==> src/design/sotp_regs.vh <==
// Behaviour
// RL1: The source selector resets to 00h (output unused, held low) and code 07h holds the output permanently high.
// RL2: Codes 01h to 04h put the STO, SS1, SOS and SS2 function states on the output.
// RL3: Code 05h puts the SLS state on the output and code 06h mirrors the brake-released state.
// RL4: After an internal off request the output stops delivering power within 4 ms.
// RL5: The read-back state is compared with the commanded state and a mismatch raises the output fault in bounded time.
// RL6: Each test pulse lasts 1 ms, within ten percent.
// RL7: While the output is high, a test pulse is generated about every 1100 ms, within ten percent.
// RL8: A failed test pulse raises the output fault.
// RL9: The connected input module tolerates the short low test pulses.
// RL10: The connected input module is advised to check that test pulses arrive.
// RL11: The output has two channels, A and B, driven together and both pulsed.
// RL12: During a pulse both channels are driven low and each read-back must follow, else a fault is flagged.
`ifndef SOTP_REGS_VH
`define SOTP_REGS_VH

`define SOTP_CLK_HZ 50000000
`define SOTP_OFF_DELAY_MS 4
`define SOTP_PULSE_US 1000
`define SOTP_PERIOD_MS 1100
`define SOTP_FAULT_REACT_US 500
`define SOTP_PULSE_CYC (`SOTP_CLK_HZ / 1000000 * `SOTP_PULSE_US)
`define SOTP_PERIOD_CYC (`SOTP_CLK_HZ / 1000 * `SOTP_PERIOD_MS)
`define SOTP_REACT_CYC (`SOTP_CLK_HZ / 1000000 * `SOTP_FAULT_REACT_US)
`define SOTP_SETTLE_CYC 32'h00000032

`define SOTP_OFS_SEL 8'h00
`define SOTP_OFS_FN 8'h04
`define SOTP_OFS_STAT 8'h08
`define SOTP_OFS_IRQ_STAT 8'h0c
`define SOTP_OFS_IRQ_MASK 8'h10

`define SOTP_SEL_RESET 8'h00
`define SOTP_SEL_UNUSED 8'h00
`define SOTP_SEL_STO 8'h01
`define SOTP_SEL_SS1 8'h02
`define SOTP_SEL_SOS 8'h03
`define SOTP_SEL_SS2 8'h04
`define SOTP_SEL_SLS 8'h05
`define SOTP_SEL_BRAKE 8'h06
`define SOTP_SEL_HIGH 8'h07

`define SOTP_IRQ_MISMATCH 0
`define SOTP_IRQ_PULSE 1
`define SOTP_IRQ_PULSE_DONE 2
`define SOTP_IRQ_W 3

`endif

==> src/design/sotp_timer.v <==
// Down counter: loads on start, flags done for one cycle once the count is down to one.
module sotp_timer (
	input wire aclk, // Clock.
	input wire aresetn, // Synchronous reset, active low.
	input wire start, // Load pulse.
	input wire stop, // Abort the count.
	input wire [31:0] load_val, // Cycles to count.
	output reg done_ff, // One-cycle pulse when the count expires.
	output reg busy_ff // High while counting.
);
	reg [31:0] cnt_ff;

	always @(posedge aclk) begin
		if (!aresetn) begin
			cnt_ff <= 32'h00000000;
			busy_ff <= 1'b0;
			done_ff <= 1'b0;
		end else begin
			done_ff <= 1'b0;
			if (start) begin
				cnt_ff <= load_val;
				busy_ff <= 1'b1;
			end else if (stop) begin
				busy_ff <= 1'b0;
			end else if (busy_ff) begin
				if (cnt_ff <= 32'h00000001) begin
					busy_ff <= 1'b0;
					done_ff <= 1'b1;
				end else begin
					cnt_ff <= cnt_ff - 32'h00000001;
				end
			end
		end
	end
endmodule // sotp_timer

==> src/design/sotp_safe_out.v <==
// Added by the designer: the AXI4-Lite interface to the registers and the address map.
`include "sotp_regs.vh"

// Timing counts are parameters so that a bench can run them shortened.
module sotp_safe_out #(
	parameter [31:0] PERIOD_CYC = `SOTP_PERIOD_CYC, // Pulse spacing.
	parameter [31:0] PULSE_CYC = `SOTP_PULSE_CYC, // Pulse length.
	parameter [31:0] REACT_CYC = `SOTP_REACT_CYC // Mismatch tolerance.
) (
	input wire aclk, // Clock, 50 MHz.
	input wire aresetn, // Synchronous reset, active low.
	input wire [31:0] s_axi_awaddr, // Write address.
	input wire s_axi_awvalid, // Write address valid.
	output wire s_axi_awready, // Write address ready.
	input wire [31:0] s_axi_wdata, // Write data.
	input wire [3:0] s_axi_wstrb, // Write byte strobes.
	input wire s_axi_wvalid, // Write data valid.
	output wire s_axi_wready, // Write data ready.
	output reg [1:0] s_axi_bresp_ff, // Write response.
	output reg s_axi_bvalid_ff, // Write response valid.
	input wire s_axi_bready, // Write response ready.
	input wire [31:0] s_axi_araddr, // Read address.
	input wire s_axi_arvalid, // Read address valid.
	output wire s_axi_arready, // Read address ready.
	output reg [31:0] s_axi_rdata_ff, // Read data.
	output reg [1:0] s_axi_rresp_ff, // Read response.
	output reg s_axi_rvalid_ff, // Read data valid.
	input wire s_axi_rready, // Read data ready.
	input wire fn_sto, // STO function active.
	input wire fn_ss1, // SS1 function active.
	input wire fn_sos, // SOS function active.
	input wire fn_ss2, // SS2 function active.
	input wire fn_sls, // SLS function active.
	input wire fn_brake_rel, // Brake released.
	input wire rdbk_a, // Read-back of channel A.
	input wire rdbk_b, // Read-back of channel B.
	output reg out_a_ff, // Safe output channel A.
	output reg out_b_ff, // Safe output channel B.
	output reg safe_out_fault_ff, // Sticky fault reaction request.
	output wire irq // Level interrupt.
);
	localparam ST_IDLE = 3'b001;
	localparam ST_HIGH = 3'b010;
	localparam ST_PULSE = 3'b100;

	reg [7:0] sel_ff;
	reg [2:0] state_ff;
	reg [2:0] nxt_state;
	reg cmd_ff;
	reg [31:0] react_ff;
	reg [`SOTP_IRQ_W-1:0] irq_stat_ff;
	reg [`SOTP_IRQ_W-1:0] irq_mask_ff;
	reg pulse_ok_a_ff;
	reg pulse_ok_b_ff;
	reg [31:0] pulse_age_ff;
	reg aw_hold_ff;
	reg w_hold_ff;
	reg [31:0] awaddr_ff;
	reg [31:0] wdata_ff;
	reg [3:0] wstrb_ff;
	reg want;
	reg set_mis;
	reg set_pulse;
	reg set_done;
	wire per_start;
	wire per_done;
	wire pul_start;
	wire pul_done;
	wire wr_go;
	wire drive;

	function [7:0] word_idx;
		input [31:0] addr;
		begin
			word_idx = {addr[7:2], 2'b00};
		end
	endfunction

	// Source selection; unused and unknown codes keep the output low.
	always @* begin
		if (sel_ff == `SOTP_SEL_STO) want = fn_sto; // [RL2]
		else if (sel_ff == `SOTP_SEL_SS1) want = fn_ss1; // [RL2]
		else if (sel_ff == `SOTP_SEL_SOS) want = fn_sos; // [RL2]
		else if (sel_ff == `SOTP_SEL_SS2) want = fn_ss2; // [RL2]
		else if (sel_ff == `SOTP_SEL_SLS) want = fn_sls; // [RL3]
		else if (sel_ff == `SOTP_SEL_BRAKE) want = fn_brake_rel; // [RL3]
		else if (sel_ff == `SOTP_SEL_HIGH) want = 1'b1; // [RL1]
		else want = 1'b0; // [RL1]
	end

	// An off request drops the channels on the next edge, far inside 4 ms.
	always @* begin
		nxt_state = state_ff;
		case (state_ff)
			ST_IDLE: begin
				if (want && !safe_out_fault_ff) nxt_state = ST_HIGH;
			end
			ST_HIGH: begin
				if (!want || safe_out_fault_ff) nxt_state = ST_IDLE; // [RL4]
				else if (per_done) nxt_state = ST_PULSE; // [RL7]
			end
			ST_PULSE: begin
				if (!want || safe_out_fault_ff) nxt_state = ST_IDLE; // [RL4]
				else if (pul_done) nxt_state = ST_HIGH; // [RL6]
			end
			default: nxt_state = ST_IDLE;
		endcase
	end

	assign per_start = (state_ff != ST_HIGH) && (nxt_state == ST_HIGH);
	assign pul_start = (state_ff == ST_HIGH) && (nxt_state == ST_PULSE);
	assign drive = (nxt_state == ST_HIGH);

	sotp_timer u_period (
		.aclk(aclk),
		.aresetn(aresetn),
		.start(per_start),
		.stop(state_ff != ST_HIGH),
		.load_val(PERIOD_CYC), // [RL7]
		.done_ff(per_done),
		.busy_ff()
	);

	sotp_timer u_pulse (
		.aclk(aclk),
		.aresetn(aresetn),
		.start(pul_start),
		.stop(state_ff != ST_PULSE),
		.load_val(PULSE_CYC), // [RL6]
		.done_ff(pul_done),
		.busy_ff()
	);

	always @* begin
		set_mis = (react_ff >= REACT_CYC); // [RL5]
		set_pulse = (state_ff == ST_PULSE) && pul_done &&
			!(pulse_ok_a_ff && pulse_ok_b_ff); // [RL8]
		set_done = (state_ff == ST_PULSE) && pul_done;
	end

	always @(posedge aclk) begin
		if (!aresetn) begin
			state_ff <= ST_IDLE;
			out_a_ff <= 1'b0;
			out_b_ff <= 1'b0;
			cmd_ff <= 1'b0;
			react_ff <= 32'h00000000;
			pulse_ok_a_ff <= 1'b0;
			pulse_ok_b_ff <= 1'b0;
			pulse_age_ff <= 32'h00000000;
			safe_out_fault_ff <= 1'b0;
		end else begin
			state_ff <= nxt_state;
			out_a_ff <= drive; // [RL11]
			out_b_ff <= drive; // [RL11]
			cmd_ff <= drive;
			// Read-back lags the driver, so a short mismatch is tolerated.
			if ((rdbk_a != cmd_ff) || (rdbk_b != cmd_ff)) begin
				if (react_ff < REACT_CYC) react_ff <= react_ff + 32'h00000001;
			end else begin
				react_ff <= 32'h00000000;
			end
			if (pul_start) begin
				pulse_ok_a_ff <= 1'b0;
				pulse_ok_b_ff <= 1'b0;
				pulse_age_ff <= 32'h00000000;
			end else if (state_ff == ST_PULSE) begin
				pulse_age_ff <= pulse_age_ff + 32'h00000001;
				// Each channel must read low once it has had time to settle.
				if (pulse_age_ff >= `SOTP_SETTLE_CYC) begin
					if (!rdbk_a) pulse_ok_a_ff <= 1'b1; // [RL12]
					if (!rdbk_b) pulse_ok_b_ff <= 1'b1; // [RL12]
				end
			end
			if (set_mis || set_pulse) safe_out_fault_ff <= 1'b1; // [RL5] [RL8]
		end
	end

	// AXI4-Lite slave; address and data may arrive in either order.
	assign s_axi_awready = !aw_hold_ff && !s_axi_bvalid_ff;
	assign s_axi_wready = !w_hold_ff && !s_axi_bvalid_ff;
	assign s_axi_arready = !s_axi_rvalid_ff;
	assign wr_go = aw_hold_ff && w_hold_ff && !s_axi_bvalid_ff;
	assign irq = |(irq_stat_ff & irq_mask_ff);

	always @(posedge aclk) begin
		if (!aresetn) begin
			aw_hold_ff <= 1'b0;
			w_hold_ff <= 1'b0;
			awaddr_ff <= 32'h00000000;
			wdata_ff <= 32'h00000000;
			wstrb_ff <= 4'h0;
			s_axi_bvalid_ff <= 1'b0;
			s_axi_bresp_ff <= 2'b00;
			s_axi_rvalid_ff <= 1'b0;
			s_axi_rresp_ff <= 2'b00;
			s_axi_rdata_ff <= 32'h00000000;
			sel_ff <= `SOTP_SEL_RESET; // [RL1]
			irq_stat_ff <= {`SOTP_IRQ_W{1'b0}};
			irq_mask_ff <= {`SOTP_IRQ_W{1'b0}};
		end else begin
			if (s_axi_awvalid && s_axi_awready) begin
				aw_hold_ff <= 1'b1;
				awaddr_ff <= s_axi_awaddr;
			end
			if (s_axi_wvalid && s_axi_wready) begin
				w_hold_ff <= 1'b1;
				wdata_ff <= s_axi_wdata;
				wstrb_ff <= s_axi_wstrb;
			end
			if (s_axi_bvalid_ff && s_axi_bready) s_axi_bvalid_ff <= 1'b0;
			// Hardware set wins over the write-one clear in the same cycle.
			irq_stat_ff <= irq_stat_ff | {set_done, set_pulse, set_mis};
			if (wr_go) begin
				aw_hold_ff <= 1'b0;
				w_hold_ff <= 1'b0;
				s_axi_bvalid_ff <= 1'b1;
				s_axi_bresp_ff <= 2'b00;
				if (word_idx(awaddr_ff) == `SOTP_OFS_SEL) begin
					if (wstrb_ff[0]) sel_ff <= wdata_ff[7:0];
				end else if (word_idx(awaddr_ff) == `SOTP_OFS_IRQ_STAT) begin
					if (wstrb_ff[0])
						irq_stat_ff <= (irq_stat_ff &
							~wdata_ff[`SOTP_IRQ_W-1:0]) |
							{set_done, set_pulse, set_mis};
				end else if (word_idx(awaddr_ff) == `SOTP_OFS_IRQ_MASK) begin
					if (wstrb_ff[0]) irq_mask_ff <= wdata_ff[`SOTP_IRQ_W-1:0];
				end else if ((word_idx(awaddr_ff) != `SOTP_OFS_FN) &&
					(word_idx(awaddr_ff) != `SOTP_OFS_STAT)) begin
					s_axi_bresp_ff <= 2'b10;
				end
			end
			if (s_axi_rvalid_ff && s_axi_rready) s_axi_rvalid_ff <= 1'b0;
			if (s_axi_arvalid && s_axi_arready) begin
				s_axi_rvalid_ff <= 1'b1;
				s_axi_rresp_ff <= 2'b00;
				s_axi_rdata_ff <= 32'h00000000;
				if (word_idx(s_axi_araddr) == `SOTP_OFS_SEL) begin
					s_axi_rdata_ff <= {24'h000000, sel_ff};
				end else if (word_idx(s_axi_araddr) == `SOTP_OFS_FN) begin
					s_axi_rdata_ff <= {26'h0000000, fn_brake_rel, fn_sls,
						fn_ss2, fn_sos, fn_ss1, fn_sto};
				end else if (word_idx(s_axi_araddr) == `SOTP_OFS_STAT) begin
					s_axi_rdata_ff <= {24'h000000, state_ff, rdbk_b, rdbk_a,
						out_b_ff, out_a_ff, safe_out_fault_ff};
				end else if (word_idx(s_axi_araddr) == `SOTP_OFS_IRQ_STAT) begin
					s_axi_rdata_ff <= {29'h00000000, irq_stat_ff};
				end else if (word_idx(s_axi_araddr) == `SOTP_OFS_IRQ_MASK) begin
					s_axi_rdata_ff <= {29'h00000000, irq_mask_ff};
				end else begin
					s_axi_rresp_ff <= 2'b10;
				end
			end
		end
	end
endmodule // sotp_safe_out

==> config.mk <==
export PLATFORM = sky130hd
export DESIGN_NAME = sotp_safe_out
export DESIGN_NICKNAME = d
export VERILOG_FILES = /design/src/design/sotp_timer.v /design/src/design/sotp_safe_out.v
export VERILOG_INCLUDE_DIRS = /design/src /design/src/design
export SDC_FILE = /design/constraint.sdc
export NUM_CORES = 1
export LEC_CHECK = 0
export ABC_CLOCK_PERIOD_IN_PS = 3700
export BUFFER_PORTS_ARGS = -buffer_cell sky130_fd_sc_hd__buf_4
export CELL_PAD_IN_SITES_DETAIL_PLACEMENT = 0
export CELL_PAD_IN_SITES_GLOBAL_PLACEMENT = 2
export CORE_ASPECT_RATIO = 0.5
export CORE_MARGIN = 3
export CORE_UTILIZATION = 36
export CTS_CLUSTER_SIZE = 10
export DETAILED_ROUTE_END_ITERATION = 10
export HOLD_SLACK_MARGIN = 0.1
export PLACE_DENSITY = 0.85
export SLEW_MARGIN = 0
export SYNTH_ARGS = -nofsm -noshare
export SYNTH_HDL_FRONTEND = slang
export SYNTH_SLANG_ARGS = --single-unit
==> constraint.sdc <==
create_clock -name aclk -period 3.7 [get_ports aclk]
set_input_delay 0.74 -clock aclk [delete_from_list [all_inputs] [get_ports aclk]]
set_output_delay 0.74 -clock aclk [all_outputs]
set_load 0.05 [all_outputs]
==> metrics.md, run 1 <==
| Metric | Value |
|---|---|
| Outcome | complete, no violations |
| Max Slew Vio Count | 0 |
| DR iter-0 viols | 428 |
| Post-CTS setup buffer count | 0 |
| Largest net degree at the start of global routing | between 40 and 50 |
| Count of maximum capacitance violations | 0 |
| Number of cell rows | 39 |
| Antenna violations before repair | 0 |
| Filler cell count | between 2,000 and 2,500 |
| Placeable core region | 0.0235 mm² |
| LEAKAGE | 3.64 nW |
| Combinational family with the most area after synthesis | simple AND/OR/NAND/NOR gates |
| Capture instance of the worst register-to-register path | u_pulse.cnt_ff[23] |
| Die Span X | approximately 230 µm |
| Minimum clock period | 2.67 ns |
| Yosys warnings | 0 |
| Detail-routed via count per cell | about 5.4 |
| Transition time at the pin with the least slew margin | roughly 0.94 ns |
| Cell type with the highest aggregate area in the netlist | sky130_fd_sc_hd__dfxtp_1 |
| Non-Filler Cell Area, Final | 0.00998 mm² |
| H-tree levels | 4 |
| Area of the die | about 0.027 mm² |
| Crit Reg-Reg Startpoint | state_ff[2] |
| Fraction of the mapped netlist area in compound gates | 0.161 |
| CTS hold repair buffers | 0 |
| Wire length of the first global-routing pass | about 36 mm |
| Post-route antenna net violation count | 0 |
| Register cell area after layout | 0.00364 mm² |
| Total wirelength of the detailed-routed design | 21.7 mm |
| Clock buffer depth | 2 |
| Initial core utilization | 0.378 |
| Setup slack of the most critical reg-to-reg path | 1.03 ns |
| Worst hold stages | 2 |
| Overall die height | ~120 µm |
| Worst Setup End Kind | flop |
| Worst min path class | flop to flop |
| Fmax achieved | between 0.3 and 0.4 GHz |
| Portion of synthesized cell area occupied by the leading cell type | 0.410 |
| RSZ-0062 raised after global routing | no |
| Number of buffers inserted during clock tree synthesis | 17 |
| Final hold violations | 0 |
| Max Clock Skew | roughly 0.013 ns |
| Synthesized area per cell | 8.53 µm² |
| Endpoint of the worst hold path | wstrb_ff[0] |
| Count of buffers inserted at the top-level ports | 54 |
| Number of DRC violations after detailed routing | 0 |
| Ranking of synthesized cells by area | sky130_fd_sc_hd__dfxtp_1 41%, sky130_fd_sc_hd__a21oi_1 5.2%, sky130_fd_sc_hd__nand2_1 3.9% |
| Clock edge transition at the registers on the reported setup and hold paths | 0.07 ns |
| Via count of the first global-routing pass | 6,986 |
| Placed Instance Area | 0.00942 mm² |
| Primary FF master, synth | sky130_fd_sc_hd__dfxtp_1 |
| Synth-to-Final Area Change | 12.4% |
| Async set-or-reset flop fraction in the synthesized netlist | 0 |
| Multiplexer share of the synthesized area | 0.0292 |
| Arithmetic-cell share of the synthesized area counting full adders, half adders and majority gates | 0.0113 |
| TritonCTS clock tree | done |
| Peak fanout along the critical path | 12 |
| CP required | 4.08 ns |
| Clk root buf | sky130_fd_sc_hd__clkbuf_16 |
| Number of enable flip-flop cells after synthesis | 0 |
| Worst skew pair latency | 0.45 ns |
| Final setup viols | 0 |
| Seq/Total Area, Yosys | 0.410 |
| Number of nets in the layout | around 1,200 |
| Via Count | roughly 7,600 |
| Routability cong. | 0.786 |
| Fin crit share | 0.721 |
| Share of final-layout standard cells stronger than drive strength 1 | 0.117 |
| Multi-input gate area | 0.00478 mm² |
| Number of standard cells after synthesis | 1,042 |
| First drt pass iteration count | 5 |
| Post-CTS sizing | 0 |
| Xor-xnor portion of the synthesized cell area | 0.0276 |
| Sink Count | 182 |
| Worst path arrival time | 3.05 ns |
| Hold_sp | wstrb_ff[0] |
| Pwr Density | between 400 and 500 mW/mm² |
| Synth Area in Simple Gates | 0.298 |
| Highest ir drop seen on vdd | around 0.31 mV |
| Final routed wire length divided by cell count | 15.4 µm |
| Headroom to the max-slew limit | 0.365 |
| Total half-perimeter wirelength after legalization and detailed placement | 15.2 mm |
| CP startpoint kind | flop |
| Cell count of the worst reg-to-reg path | 6 |
| Overall overflow remaining after global route | 0 |
| Cell variety after synth | 76 |
| Number of register bits inferred by synthesis | roughly 180 |
| Overall fraction of global-route tracks in use | 0.165 |
| Diodes inserted | 0 |
| Fin Setup TNS | 0 ns |
| Total I/O pin count | 160 |
| Type of the setup path with the least slack | flop to flop |
| Area of the mapped netlist | 0.00888 mm² |
[flip-flops by register name, summed over array words and instances (netlist names), 3 cells and up]
| signal | count |
|---|---|
| pulse_age_ff | 32 |
| react_ff | 32 |
| u_period.cnt_ff | 32 |
| u_pulse.cnt_ff | 32 |
| s_axi_rdata_ff | 8 |
| sel_ff | 8 |
| wdata_ff | 8 |
| awaddr_ff | 6 |
| irq_mask_ff | 3 |
| irq_stat_ff | 3 |
| state_ff | 3 |
[cell usage after synthesis (all sizes together) (4+ instances only)]
cell type,count
a211o,4
a211oi,9
a21oi,93
a31oi,6
and2,24
and3,10
and4,16
buf,47
clkbuf,32
dfxtp,182
ha,8
inv,30
mux2i,18
nand2,93
nand2b,11
nand3,34
nand4,17
nand4b,4
nor2,80
nor3,39
nor3b,6
nor4,32
nor4bb,4
o21a,10
o21ai,31
o31a,5
o31ai,33
o41ai,4
or2,7
or3,29
or4,46
xnor2,21
xor2,7
[layout by cell type (no fill, tap or decap), drive strengths merged, types with 32 or more instances in the layout]
master	netlist	layout
buf	47	63
nand2	93	93
nor2	80	80
nor4	32	32
nand3	34	34
inv	30	39
nor3	39	39
or4	46	46
dfxtp	182	182
o31ai	33	33
a21oi	93	93
[routing by layer]
| layer | part of all wire | wire (µm) | global-route usage |
|---|---|---|---|
| met1 | 0.51 | 11000 | 0.226 |
| met2 | 0.46 | 9930 | 0.263 |
| met3 | 0.028 | 600 | 0.0380 |
| met4 | 0.0087 | 189 | 0.0487 |
| met5 | 0 | 0 | 0 |
[report_power, final]
part,switching (mW),total [mW],internal (mW)
combinational,0.187,0.259,0.0720
clock,0.879,1.77,0.891
sequential,0.0169,2.00,1.98
[layout make-up]
class | count | area share
inverter | 30 | 0.0113
timing repair buffer | 63 | 0.0474
sequential | 182 | 0.365
multi-input combinational | 776 | 0.479
tap | 328 | 0.0411
clock inverter | 15 | 0.0135
clock buffer | 17 | 0.0426
[how the worst max path moves through the flow]
stage	from	to	slack, ns	cells after the start
floorplan	fn_sos	u_period.cnt_ff[3]	1.26	6
global placement	fn_sos	u_period.cnt_ff[3]	0.86	6
detailed placement	fn_sos	u_period.cnt_ff[3]	0.86	6
CTS	state_ff[2]	u_pulse.cnt_ff[23]	1.02	6
global route	state_ff[2]	u_pulse.cnt_ff[23]	0.80	6
finish	state_ff[2]	u_pulse.cnt_ff[23]	1.03	6
[critical path, cell delays in order (launching register included)]
cell and delay, ns:
sky130_fd_sc_hd__dfxtp_1 0.58, sky130_fd_sc_hd__nor4bb_1 0.56, sky130_fd_sc_hd__and3_1 0.30, sky130_fd_sc_hd__o21ai_0 0.27
sky130_fd_sc_hd__buf_4 0.28, sky130_fd_sc_hd__or4_1 0.48, sky130_fd_sc_hd__a21oi_1 0.15
[kinds of logic after synthesis]
group | Yosys count
adder cells (fa/ha/maj) | 8
buffers and inverters | 109
other | 1
multiplexers | 22
XOR/XNOR | 28
flip-flops | 182
AO/OA/AOI/OAI | 225
AND/OR/NAND/NOR | 467
[through the flow]
step / worst slack (ns) / hold WS (ns) / util / power (mW) / std cells
after floorplan: 1.26 / 0.430 / - / 2.25 / 1067
after global placement: 0.859 / 0.442 / 0.401 / 2.30 / 1379
after detailed placement: 0.859 / 0.444 / 0.401 / 2.30 / 1379
after CTS: 1.02 / 0.442 / 0.424 / 4.08 / 1411
after global routing: 0.802 / 0.458 / 0.424 / 4.19 / 1411
final: 1.03 / 0.457 / 0.424 / 4.02 / 1411
Power figures use the tool's default switching activity.
==> run 2: changes to the inputs <==
--- a/config.mk
+++ b/config.mk
@@ -6,17 +6,17 @@
 export SDC_FILE = /design/constraint.sdc
 export NUM_CORES = 1
 export LEC_CHECK = 0
-export ABC_CLOCK_PERIOD_IN_PS = 3700
+export ABC_CLOCK_PERIOD_IN_PS = 2700
 export BUFFER_PORTS_ARGS = -buffer_cell sky130_fd_sc_hd__buf_4
 export CELL_PAD_IN_SITES_DETAIL_PLACEMENT = 0
 export CELL_PAD_IN_SITES_GLOBAL_PLACEMENT = 2
 export CORE_ASPECT_RATIO = 0.5
 export CORE_MARGIN = 3
-export CORE_UTILIZATION = 36
+export CORE_UTILIZATION = 33
 export CTS_CLUSTER_SIZE = 10
 export DETAILED_ROUTE_END_ITERATION = 10
 export HOLD_SLACK_MARGIN = 0.1
-export PLACE_DENSITY = 0.85
+export PLACE_DENSITY = 0.79
 export SLEW_MARGIN = 0
 export SYNTH_ARGS = -nofsm -noshare
 export SYNTH_HDL_FRONTEND = slang
==> constraint.sdc (replaced) <==
create_clock -name aclk -period 2.7 [get_ports aclk]
set_input_delay 0.54 -clock aclk [delete_from_list [all_inputs] [get_ports aclk]]
set_output_delay 0.54 -clock aclk [all_outputs]
set_load 0.05 [all_outputs]
==> run 2 against run 1 <==
Total power is 41% higher. Sequential share of layout area is 0.85 points lower. Sequential power is 37% higher. Cell count is 2.6% higher. Clock-buffer cell count is 3 higher. Core utilization is 2.8 points lower. Fmax is 9.5% higher. Routed wire length is 1.9% higher.
==> metrics.md, run 2 (same netlist as run 1, synthesis figures left out) <==
| Metric | Value |
|---|---|
| Crit Reg-Reg Startpoint | u_pulse.cnt_ff[22] |
| LEAKAGE | 3.78 nW (+3.8%) |
| Minimum hold slack | 0.288 ns (-0.169 ns) |
| RSZ-0062 raised after global routing | no |
| Total half-perimeter wirelength after legalization and detailed placement | 15.6 mm (+2.7%) |
| Placeable core region | 0.0258 mm² (+9.7%) |
| Part of the total power dissipated in combinational logic | 0.064 (about the same) |
| Critical path origin | u_pulse.cnt_ff[22] |
| Via count of the first global-routing pass | 7,196 (+3.0%) |
| Number of cell rows | 41 (+5.1%) |
| Worst skew pair latency | 0.44 ns (about the same) |
| Fmax achieved | 0.410 GHz (+9.5%) |
| Fin crit share | 0.902 (+0.181) |
| Hold_sp | s_axi_rready |
| Minimum clock period | 2.44 ns (-0.232 ns) |
| Clock power share | 0.453 (+0.013) |
| Routability cong. | 0.790 (+0.50%) |
| Number of buffers inserted during clock tree synthesis | 17 (unchanged) |
| Wire length of the first global-routing pass | 36.5 mm (+1.8%) |
| Synth-to-Final Area Change | 15.1% |
| Post-CTS setup buffer count | 0 (unchanged) |
| Antenna violations before repair | 0 (unchanged) |
| Number of nets in the layout | 1,216 (+1.9%) |
| Via Count | 7,698 (+1.5%) |
| Final setup viols | 0 (unchanged) |
| CP required | 3.06 ns (-1.02 ns) |
| Pwr Density | 555 mW/mm² (+38%) |
| CP startpoint kind | flop |
| Largest net degree at the start of global routing | 30 (-32%) |
| Number of DRC violations after detailed routing | 0 (unchanged) |
| Post-route antenna net violation count | 0 (unchanged) |
| Commonest non-fill, non-tap cells in the layout | 182 x sky130_fd_sc_hd__dfxtp_1, 93 x sky130_fd_sc_hd__a21oi_1, 92 x sky130_fd_sc_hd__nand2_1 |
| Initial core utilization | 0.344 (-0.0334) |
| Sequential Power Share | 0.483 (-0.013) |
| Peak fanout along the critical path | 10 (-2) |
| Overall overflow remaining after global route | 0 (unchanged) |
| Clk root buf | sky130_fd_sc_hd__clkbuf_16 |
| Max Clock Skew | 0.00961 ns (-0.00312 ns) |
| Sw power | 1.34 mW (+24%) |
| Highest ir drop seen on vdd | 0.368 mV (+18%) |
| Headroom to the max-slew limit | 0.494 (+0.129) |
| DR iter-0 viols | 470 (+9.8%) |
| Die Span X | 238 µm (+4.3%) |
| Detail-routed via count per cell | 5.32 (-0.98%) |
| Leading cell type in the layout, fill and taps excluded | sky130_fd_sc_hd__dfxtp_1 |
| Clock edge transition at the registers on the reported setup and hold paths | 0.07 ns (about the same) |
| Outcome | complete, no violations |
| Count of buffers inserted at the top-level ports | 54 (unchanged) |
| Sink Count | 182 (unchanged) |
| Fin Setup TNS | 0 ns (unchanged) |
| Overall fraction of global-route tracks in use | 0.155 (-0.0100) |
| Total I/O pin count | 160 (unchanged) |
| Final routed wire length divided by cell count | 15.3 µm (-0.68%) |
| Share of final-layout standard cells stronger than drive strength 1 | 0.134 (+0.0169) |
| Internal power | 4.33 mW (+47%) |
| Worst min path class | input port to flop |
| Overall die height | 122 µm (+4.2%) |
| Clock buffer depth | 2 (unchanged) |
| TritonCTS clock tree | done |
| Worst path arrival time | 2.80 ns (-0.25 ns) |
| Area of the die | 0.0290 mm² (+8.7%) |
| Worst Setup End Kind | flop |
| First drt pass iteration count | 5 (unchanged) |
| Type of the setup path with the least slack | flop to flop |
| Net switching fraction of the power | 0.237 (-0.0322) |
| Transition time at the pin with the least slew margin | 0.752 ns (-0.191 ns) |
| Max Slew Vio Count | 0 (unchanged) |
| H-tree levels | 4 (unchanged) |
| Count of maximum capacitance violations | 0 (unchanged) |
| Diodes inserted | 0 (unchanged) |
| Total wirelength of the detailed-routed design | 22.1 mm (+1.9%) |
| Final hold violations | 0 (unchanged) |
| CTS hold repair buffers | 0 (unchanged) |
| Post-CTS sizing | 0 (unchanged) |
## run 2: changes by cell type in the layout (fill, tap and decap cells not counted), sizes merged
cell / delta
clkinvlp: -2
bufinv: +3
clkinv: +2
clkbuf: +3
buf: +23
inv: -9
## run 2: power groups by stage
stage	clock, mW	combinational, mW	sequential, mW
2_1_floorplan	0	0.266	2.81
3_3_place_gp	0	0.360	2.80
3_5_place_dp	0	0.364	2.80
4_1_cts	2.66	0.365	2.74
5_1_grt	2.77	0.392	2.74
6_report	2.57	0.363	2.74
## run 2: layer usage
metal  up-vias  share of wire  track usage  routed length (µm)
met1      3675           0.51        0.216               11200
li1       3893              -            -                   -
met4         0          0.014       0.0532                 318
met5         -              0            0                   0
met3        21          0.030       0.0283                 665
met2       109           0.45        0.242                9920
## run 2: worst max-delay path, stage by stage, from the launching register on
cell and delay (ns):
sky130_fd_sc_hd__dfxtp_1 0.36, sky130_fd_sc_hd__nor4_1 0.58, sky130_fd_sc_hd__nand2_1 0.25, sky130_fd_sc_hd__or3_1 0.52, sky130_fd_sc_hd__or4_1 0.51, sky130_fd_sc_hd__a21oi_1 0.14
## run 2: cell type report
class	instances	area, µm²
Fill cell	2609	15600
Inverter	30	113
Clock buffer	20	467
Timing Repair Buffer	86	658
Sequential cell	182	3640
Clock inverter	9	128
Multi-Input combinational cell	776	4780
Tap cell	344	430
## run 2: through the flow
stage	instances	worst slack, ns	power (mW)	cell area, µm²	utilization
final	1447	0.264	5.67	10200	0.396
after global routing	1447	0.0938	5.90	10200	0.396
after CTS	1447	0.285	5.76	10200	0.396
after detailed placement	1418	0.145	3.16	9630	0.373
after global placement	1418	0.193	3.16	9630	0.373
after floorplan	1067	0.456	3.08	8980	-
## run 2: path summary, 6_finish.rpt
| path | to | slack [ns] | cells after the start |
|---|---|---|---|
| worst max-delay path | u_pulse.cnt_ff[26] | 0.26 | 5 |
| worst min-delay path | s_axi_rvalid_ff | 0.29 | 2 |
| worst max register to register | u_pulse.cnt_ff[26] | 0.26 | 5 |
| worst min register to register | sel_ff[3] | 0.46 | 2 |
